## config.mk

```make
export PLATFORM = sky130hd
export DESIGN_NAME = mic_core
export DESIGN_NICKNAME = d
export VERILOG_FILES = /design/src/hw/mic_pkg.sv /design/src/hw/mic_sync_edge.sv /design/src/hw/mic_core.sv
export SDC_FILE = /design/constraint.sdc
export NUM_CORES = 1
export LEC_CHECK = 0
export ABC_CLOCK_PERIOD_IN_PS = 2400
export BUFFER_PORTS_ARGS = -buffer_cell sky130_fd_sc_hd__buf_2
export CAP_MARGIN = 20
export CORE_MARGIN = 2
export CORE_UTILIZATION = 42
export CTS_CLUSTER_SIZE = 12
export DETAILED_ROUTE_END_ITERATION = 8
export GPL_TIMING_DRIVEN = 1
export PLACE_DENSITY = 0.73
export SYNTH_ARGS = -nofsm -noshare
export SYNTH_HDL_FRONTEND = slang
export SYNTH_SLANG_ARGS = --single-unit
```

## constraint.sdc

```tcl
create_clock -name clk_sys_i -period 2.4 [get_ports clk_sys_i]
set_input_delay 0.12 -clock clk_sys_i [delete_from_list [all_inputs] [get_ports clk_sys_i]]
set_output_delay 0.12 -clock clk_sys_i [all_outputs]
set_load 0.005 [all_outputs]
```

## src/hw/mic_pkg.sv

```systemverilog
// constants for the microcontroller interrupt controller
package mic_pkg;
    localparam int ADDR_W = 8;
    localparam int DATA_W = 8;
    localparam int VEC_W = 12;
    localparam int NSRC = 5;
    localparam logic [7:0] CFG_ADDR = 8'hc8;
    localparam logic [7:0] CFG_RESET = 8'h00;
    localparam int BIT_LES = 6;
    localparam int BIT_ESB = 5;
    localparam int BIT_GEN = 4;
    localparam logic [11:0] VEC_SRC0 = 12'hffc;
    localparam logic [11:0] VEC_SRC1 = 12'hff6;
    localparam logic [11:0] VEC_SRC2 = 12'hff4;
    localparam logic [11:0] VEC_SRC3 = 12'hff2;
    localparam logic [11:0] VEC_SRC4 = 12'hff0;
    localparam int QUIRK_CYCLES = 3;
    localparam logic [1:0] QUIRK_CNT_W1 = 2'h1;
    localparam logic [2:0] FSET_NORMAL = 3'h1;
    localparam logic [2:0] FSET_SERVICE = 3'h2;
    localparam logic [2:0] FSET_NMI = 3'h4;
    typedef enum logic [1:0] {MIC_NORMAL, MIC_SERVICE, MIC_NMI} mic_mode_t;
endpackage

```

## src/hw/mic_sync_edge.sv

```systemverilog
// two-stage synchroniser with edge detection on the settled samples
`timescale 1ns/1ps
module mic_sync_edge #(
    parameter int W = 5
) (
    input wire logic clk_sys_i,
    input wire logic rst_i,
    input wire logic [W-1:0] async_i,
    output logic [W-1:0] level_o,
    output logic [W-1:0] fall_o,
    output logic [W-1:0] rise_o
);
    logic [W-1:0] meta;
    logic [W-1:0] sync;
    logic [W-1:0] prev;

    // idle-high reset: lines are active low, so no false edge after reset
    always_ff @(posedge clk_sys_i) begin
        if (rst_i) begin
            meta <= '1;
            sync <= '1;
            prev <= '1;
        end else begin
            meta <= async_i;
            sync <= meta;
            prev <= sync;
        end
    end

    // only the second stage and its delayed copy feed logic
    assign level_o = sync;
    assign fall_o = prev & ~sync;
    assign rise_o = ~prev & sync;
endmodule

```

## src/hw/mic_core.sv

```systemverilog
// interrupt controller: detection, priority, vectoring and flag sets
`timescale 1ns/1ps
module mic_core #(
    parameter int NEVT = 4
) (
    input wire logic clk_sys_i,
    input wire logic rst_i,
    // register port
    input wire logic [mic_pkg::ADDR_W-1:0] reg_addr_i,
    input wire logic [mic_pkg::DATA_W-1:0] reg_wdata_i,
    input wire logic reg_wr_i,
    input wire logic reg_rd_i,
    output logic [mic_pkg::DATA_W-1:0] reg_rdata_o,
    // active-low request pins, source 0 to 4
    input wire logic [mic_pkg::NSRC-1:0] req_n_i,
    // peripheral events ORed onto source 4, active high, same clock
    input wire logic [NEVT-1:0] periph_evt_i,
    input wire logic [NEVT-1:0] periph_evt_clr_i,
    output logic [NEVT-1:0] periph_flag_o,
    // core handshake
    input wire logic instr_end_i,
    input wire logic return_from_service_i,
    input wire logic stop_wait_i,
    input wire logic [mic_pkg::VEC_W-1:0] pc_i,
    input wire logic carry_i,
    input wire logic zero_i,
    input wire logic flags_we_i,
    output logic take_o,
    output logic [mic_pkg::VEC_W-1:0] vector_o,
    output logic [mic_pkg::VEC_W-1:0] pc_push_o,
    output logic push_o,
    output logic pop_o,
    output logic [mic_pkg::NSRC-1:0] served_o,
    output logic carry_o,
    output logic zero_o,
    output logic [2:0] flag_set_o,
    output logic wake_o,
    output logic [1:0] mode_o
);
    logic [mic_pkg::DATA_W-1:0] cfg;
    mic_pkg::mic_mode_t mode;
    mic_pkg::mic_mode_t prev_mode;
    logic [mic_pkg::NSRC-1:0] lvl;
    logic [mic_pkg::NSRC-1:0] fall;
    logic [mic_pkg::NSRC-1:0] rise;
    logic nmi_latch;
    logic src1_latch;
    logic src2_latch;
    logic [NEVT-1:0] pflag;
    logic [1:0] quirk_cnt;
    logic swap_skipped;
    logic normal_carry_flag;
    logic normal_zero_flag;
    logic service_carry_flag;
    logic service_zero_flag;
    logic nmi_carry;
    logic nmi_zero;
    logic [mic_pkg::VEC_W-1:0] vector;
    logic [mic_pkg::NSRC-1:0] served;
    logic take_q;
    logic push_q;
    logic pop_q;
    logic [mic_pkg::VEC_W-1:0] pc_push;

    mic_sync_edge #(
        .W(mic_pkg::NSRC)
    ) u_sync (
        .clk_sys_i(clk_sys_i),
        .rst_i(rst_i),
        .async_i(req_n_i),
        .level_o(lvl),
        .fall_o(fall),
        .rise_o(rise)
    );

    // option decode
    wire cfg_wr = reg_wr_i && (reg_addr_i == mic_pkg::CFG_ADDR);
    wire global_request_enable = cfg[mic_pkg::BIT_GEN];
    wire source1_level_edge_select = cfg[mic_pkg::BIT_LES];
    wire source2_edge_polarity = cfg[mic_pkg::BIT_ESB];
    wire gen_clear_wr = cfg_wr && !reg_wdata_i[mic_pkg::BIT_GEN];
    wire [mic_pkg::DATA_W-1:0] cfg_mask = (8'h1 << mic_pkg::BIT_LES)
        | (8'h1 << mic_pkg::BIT_ESB) | (8'h1 << mic_pkg::BIT_GEN);

    // source request terms
    wire src2_edge = source2_edge_polarity ? rise[2] : fall[2];
    wire evt_any = |pflag;
    wire req0 = nmi_latch;
    wire req1 = source1_level_edge_select ? !lvl[1] : src1_latch;
    wire req2 = src2_latch;
    wire req3 = !lvl[3];
    wire req4 = !lvl[4] || evt_any;
    wire [mic_pkg::NSRC-1:0] mreq = {req4, req3, req2, req1, 1'b0};

    // maskable allowed only from normal mode and with global enable
    wire mask_ok = global_request_enable && (mode == mic_pkg::MIC_NORMAL);
    wire nmi_ok = req0 && (mode != mic_pkg::MIC_NMI);
    wire [mic_pkg::NSRC-1:0] mgo = mask_ok ? mreq : '0;
    wire take = instr_end_i && (nmi_ok || (|mgo));

    // fixed priority pick: source 0, then 1 down to 4
    wire [mic_pkg::NSRC-1:0] win = nmi_ok ? 5'h01 :
        mgo[1] ? 5'h02 : mgo[2] ? 5'h04 : mgo[3] ? 5'h08 : mgo[4] ? 5'h10 : 5'h00;
    wire [mic_pkg::VEC_W-1:0] win_vec = win[0] ? mic_pkg::VEC_SRC0 :
        win[1] ? mic_pkg::VEC_SRC1 : win[2] ? mic_pkg::VEC_SRC2 :
        win[3] ? mic_pkg::VEC_SRC3 : mic_pkg::VEC_SRC4;

    // wake needs any request and the global enable, even for the nmi
    wire wake = stop_wait_i && global_request_enable && (req0 || (|mreq));

    // quirk: maskable entry within the early cycles of a clearing write
    wire quirk_hit = (quirk_cnt != 2'h0) || gen_clear_wr;

    // write-only option register, unused bits forced to zero
    always_ff @(posedge clk_sys_i) begin
        if (rst_i) begin
            cfg <= mic_pkg::CFG_RESET;
        end else if (cfg_wr) begin
            cfg <= reg_wdata_i & cfg_mask;
        end
    end

    // counts the remaining early cycles after a global-enable clearing write
    always_ff @(posedge clk_sys_i) begin
        if (rst_i) begin
            quirk_cnt <= 2'h0;
        end else if (gen_clear_wr) begin
            quirk_cnt <= 2'(mic_pkg::QUIRK_CYCLES - 1);
        end else if (quirk_cnt != 2'h0) begin
            quirk_cnt <= quirk_cnt - mic_pkg::QUIRK_CNT_W1;
        end
    end

    // latches: set wins over clear, one pending request only
    always_ff @(posedge clk_sys_i) begin
        if (rst_i) begin
            nmi_latch <= 1'b0;
            src1_latch <= 1'b0;
            src2_latch <= 1'b0;
        end else begin
            nmi_latch <= fall[0] || (nmi_latch && !(take && win[0]));
            src1_latch <= (!source1_level_edge_select && fall[1])
                || (src1_latch && !(take && win[1]));
            src2_latch <= src2_edge || (src2_latch && !(take && win[2]));
        end
    end

    // per-event flags readable by software, event wins over clear
    always_ff @(posedge clk_sys_i) begin
        if (rst_i) begin
            pflag <= '0;
        end else begin
            pflag <= periph_evt_i | (pflag & ~periph_evt_clr_i);
        end
    end

    // context: starts in nmi so init code is not interrupted
    always_ff @(posedge clk_sys_i) begin
        if (rst_i) begin
            mode <= mic_pkg::MIC_NMI;
            prev_mode <= mic_pkg::MIC_NORMAL;
            swap_skipped <= 1'b0;
        end else if (take) begin
            mode <= win[0] ? mic_pkg::MIC_NMI : mic_pkg::MIC_SERVICE;
            prev_mode <= mode;
            swap_skipped <= !win[0] && quirk_hit;
        end else if (return_from_service_i) begin
            mode <= (mode == mic_pkg::MIC_NMI) ? prev_mode : mic_pkg::MIC_NORMAL;
            prev_mode <= mic_pkg::MIC_NORMAL;
            swap_skipped <= 1'b0;
        end
    end

    // flag set in use; quirk leaves the normal pair live in service mode
    wire use_nmi = (mode == mic_pkg::MIC_NMI);
    wire use_srv = (mode == mic_pkg::MIC_SERVICE) && !swap_skipped;

    // three separate carry/zero pairs, each written only while flag_set_o selects it
    always_ff @(posedge clk_sys_i) begin
        if (rst_i) begin
            normal_carry_flag <= 1'b0;
            normal_zero_flag <= 1'b0;
            service_carry_flag <= 1'b0;
            service_zero_flag <= 1'b0;
            nmi_carry <= 1'b0;
            nmi_zero <= 1'b0;
        end else if (flags_we_i) begin
            if (use_nmi) begin
                nmi_carry <= carry_i;
                nmi_zero <= zero_i;
            end else if (use_srv) begin
                service_carry_flag <= carry_i;
                service_zero_flag <= zero_i;
            end else begin
                normal_carry_flag <= carry_i;
                normal_zero_flag <= zero_i;
            end
        end
    end

    // entry outputs: vector, push of pc, served strobe
    always_ff @(posedge clk_sys_i) begin
        if (rst_i) begin
            vector <= '0;
            served <= '0;
            take_q <= 1'b0;
            push_q <= 1'b0;
            pop_q <= 1'b0;
            pc_push <= '0;
        end else begin
            take_q <= take;
            push_q <= take;
            pop_q <= return_from_service_i && !take;
            served <= take ? win : '0;
            if (take) begin
                vector <= win_vec;
                pc_push <= pc_i;
            end
        end
    end

    // unmapped and write-only reads return zero
    always_ff @(posedge clk_sys_i) begin
        if (rst_i) begin
            reg_rdata_o <= '0;
        end else begin
            reg_rdata_o <= '0;
        end
    end

    assign take_o = take_q;
    assign push_o = push_q;
    assign pop_o = pop_q;
    assign vector_o = vector;
    assign pc_push_o = pc_push;
    assign served_o = served;
    assign periph_flag_o = pflag;
    assign wake_o = wake;
    assign mode_o = mode;
    assign carry_o = use_nmi ? nmi_carry : use_srv ? service_carry_flag : normal_carry_flag;
    assign zero_o = use_nmi ? nmi_zero : use_srv ? service_zero_flag : normal_zero_flag;
    assign flag_set_o = use_nmi ? mic_pkg::FSET_NMI : use_srv ? mic_pkg::FSET_SERVICE
        : mic_pkg::FSET_NORMAL;
endmodule

```

==> impl_metrics.ini <==
[setup_path]
cp-start-kind = register
worstPathArrival_ps = 2420
cp_max_fo = 19
cp.required_ps = 2670
critPathKind = reg2reg
end_kind = register

[sta]
fin_crit_sh_pct = 89.7
final_hold_viol_count = 0
slew_headroom_pct = 54.3
hold_ws_ps = 25.2
layout_min_cycle_time_ps = 2150
finalMaxSlewViolations = 0
setup_viol = 0
fin_tns_setup_ps = 0
fin_worst_skew_ps = 4.89
rsz0062_at_grt = false
tightest_slew_ps = 686
max_freq_ghz = 0.465

[pwr]
p_sw_share_pct = 22.8
p_leak_uw = 0.00146
p_total_uw = 1970
switchingPower_uw = 449
vdd_ir_drop_max_mv = 0.333
seq_power_share_pct = 51.9
p_int_uw = 1520
clkPwrFrac_pct = 39.2
p_comb_share_pct = 8.9
power.density_nw_per_um2 = 641

[place]
place_inst = 390
io_buffers = 87
hpwlAfterDp_mm = 3.55
routabilityCongestion = 0.763

[floorplanning]
ioPinCount = 103
core_area_sq_um = 5510
die_height_um = 79.4
fp.dieW_um = 79.4
rows = 27
die-area_sq_um = 6310
initial_core_util_pct = 43.4

[status]
status = completed

[logic_synthesis]
synth_compound_area_share_pct = 14.0
synth_area_per_cell_sq_um = 9.52
synthSimpleGateAreaFrac_pct = 24.5
synth_edf_count = 0
netlist_instances = 251
ys_seq_elements = 59
synth_cell_types = 46
synth_xor_area_share_pct = 0
synthAdderAreaFrac_pct = 0
netlist_area_sq_um = 2390
synth_common_cells = dfxtp_1 (59), nand2_1 (24), buf_4 (18)
synth_top_family_by_area = simple AND/OR/NAND/NOR gates
seq_area_frac_synth_pct = 49.4
muxShareOfSynthArea_pct = 1.68
synth.most_common_cell = dfxtp_1
synth_ff_type = dfxtp_1
synth_area_leaders = dfxtp_1 (49%), buf_4 (5.7%), nor4b_1 (5.1%)
postSynth.asyncResetShare_pct = 0
yosysWarnings = 0
synth_top_area_share_pct = 49.4
post-synth-top-area-cell = dfxtp_1

[global_routing]
grt_first_pass_wirelength_mm = 8.08
grt_pass1_vias = 1872
antenna_found_initial = 0
grt_max_degree = 27
track_usage_pct = 17.0
overflow = 0

[cts]
cts_tree = yes
cts_buffer_depth = 2
cts_root_buf = clkbuf_8
htree_levels = 3
cts.sinks = 59
cts_buffers = 9
clk_latency_ps = 330
clk_pin_slew_worst_paths_ps = 60

[detailed_routing]
wirelength_mm = 5.12
via_count = 2032
post_drt_wl_per_cell_um = 12.2
vias_per_cell = 4.83
dr.pass1.iters = 4
drtIter0Drc = 89
drc_errors = 0
ant_nets = 0

[layout]
fillers = 501
syn2layout_area_growth_pct = 28.8
stdcell_count = 421
drive_above_1_share_pct = 37.0
nNetsFinal = 395
num_antenna_cells = 0

[job]
max_cap_viol_count = 0

[min_path]
hold_path.class = in2reg
-- path summary, 6_finish.rpt --
| kind | depth (start not counted) | slack, ps | end | start |
|---|---|---|---|---|
| worst max-delay path | 5 | 250 | vector_o[2] | mode_o[0] |
| worst min-delay path | 2 | 30 | pc_push_o[1] | pc_i[1] |
| worst max register to register | 5 | 250 | vector_o[2] | mode_o[0] |
| worst min register to register | 1 | 410 | u_sync.level_o[0] | u_sync.meta[0] |
-- repair_timing --
| action | 4_1_cts | 5_1_grt |
|---|---|---|
| gates resized for setup | 0 | 0 |
| hold buffers | 14 | 1 |
| setup buffers | 0 | 0 |
| hold endpoints to repair | 14 | 1 |
-- critical path, cell delays in order (launching register included) --
cell and delay (ps):
dfxtp_1 410, and2b_1 320, nor2b_2 190, and2_4 290, or2_1 590, o221a_2 290
-- layout by cell type (no fill, tap or decap), types with 7 or more instances in the layout --
master / n
conb_1: 9
dlygate4sd3_1: 15
a21oi_1: 15
nor2_1: 17
buf_2: 87
nor4b_1: 14
or2_2: 13
clkbuf_8: 11
nand2_1: 24
dfxtp_1: 59
nand3_1: 11
inv_1: 7
-- routing by layer --
layer	vias to the layer above	GRT usage (%)	routed length (um)
met1	927	18.6	2210
met5	-	0	0
li1	1039	-	-
met4	0	9.66	58
met3	5	6.33	327
met2	61	28.1	2520
-- power groups by stage --
stage          registers [uW]  clock network (uW)  logic, uW
2_1_floorplan            1040                   0        103
3_3_place_gp             1040                   0        154
3_5_place_dp             1050                   0        157
4_1_cts                  1020                 807        174
5_1_grt                  1030                 852        195
6_report                 1020                 774        175
-- flip-flops by register name (all words and copies together) (netlist names), 2 cells and up --
register and count:
cfg 3, mode_o 2, pc_push_o 12, periph_flag_o 4, prev_mode 2, quirk_cnt 2
served_o 5, u_sync.level_o 5, u_sync.meta 5, u_sync.prev 3, vector_o 4
-- metrics by stage --
stage | utilization [%] | instance area (sq um) | worst slack (ps)
after detailed placement | 50.1 | 2760 | 226
after CTS | 55.7 | 3070 | 230
after global routing | 55.9 | 3080 | 70.3
final | 55.9 | 3080 | 248
after floorplan | - | 2420 | 615
after global placement | 50.1 | 2760 | 308
-- layout make-up --
type | count | area [sq um] | area share (%)
inverter | 7 | 26.3 | 0.853
clock inverter | 2 | 10.0 | 0.325
multi-input combinational | 161 | 993 | 32.3
sequential | 59 | 1180 | 38.4
timing repair buffer | 106 | 616 | 20.0
tap | 72 | 90.1 | 2.93
clock buffer | 14 | 163 | 5.28
-- logic make-up (layout without fill, tap and decap cells) --
family	Yosys count	in the layout
mux	4	4
flops	59	59
other cells	1	9
buf+inv	39	129
simple gates	102	102
compound gates	46	46
(Power assumes the default switching activity.)
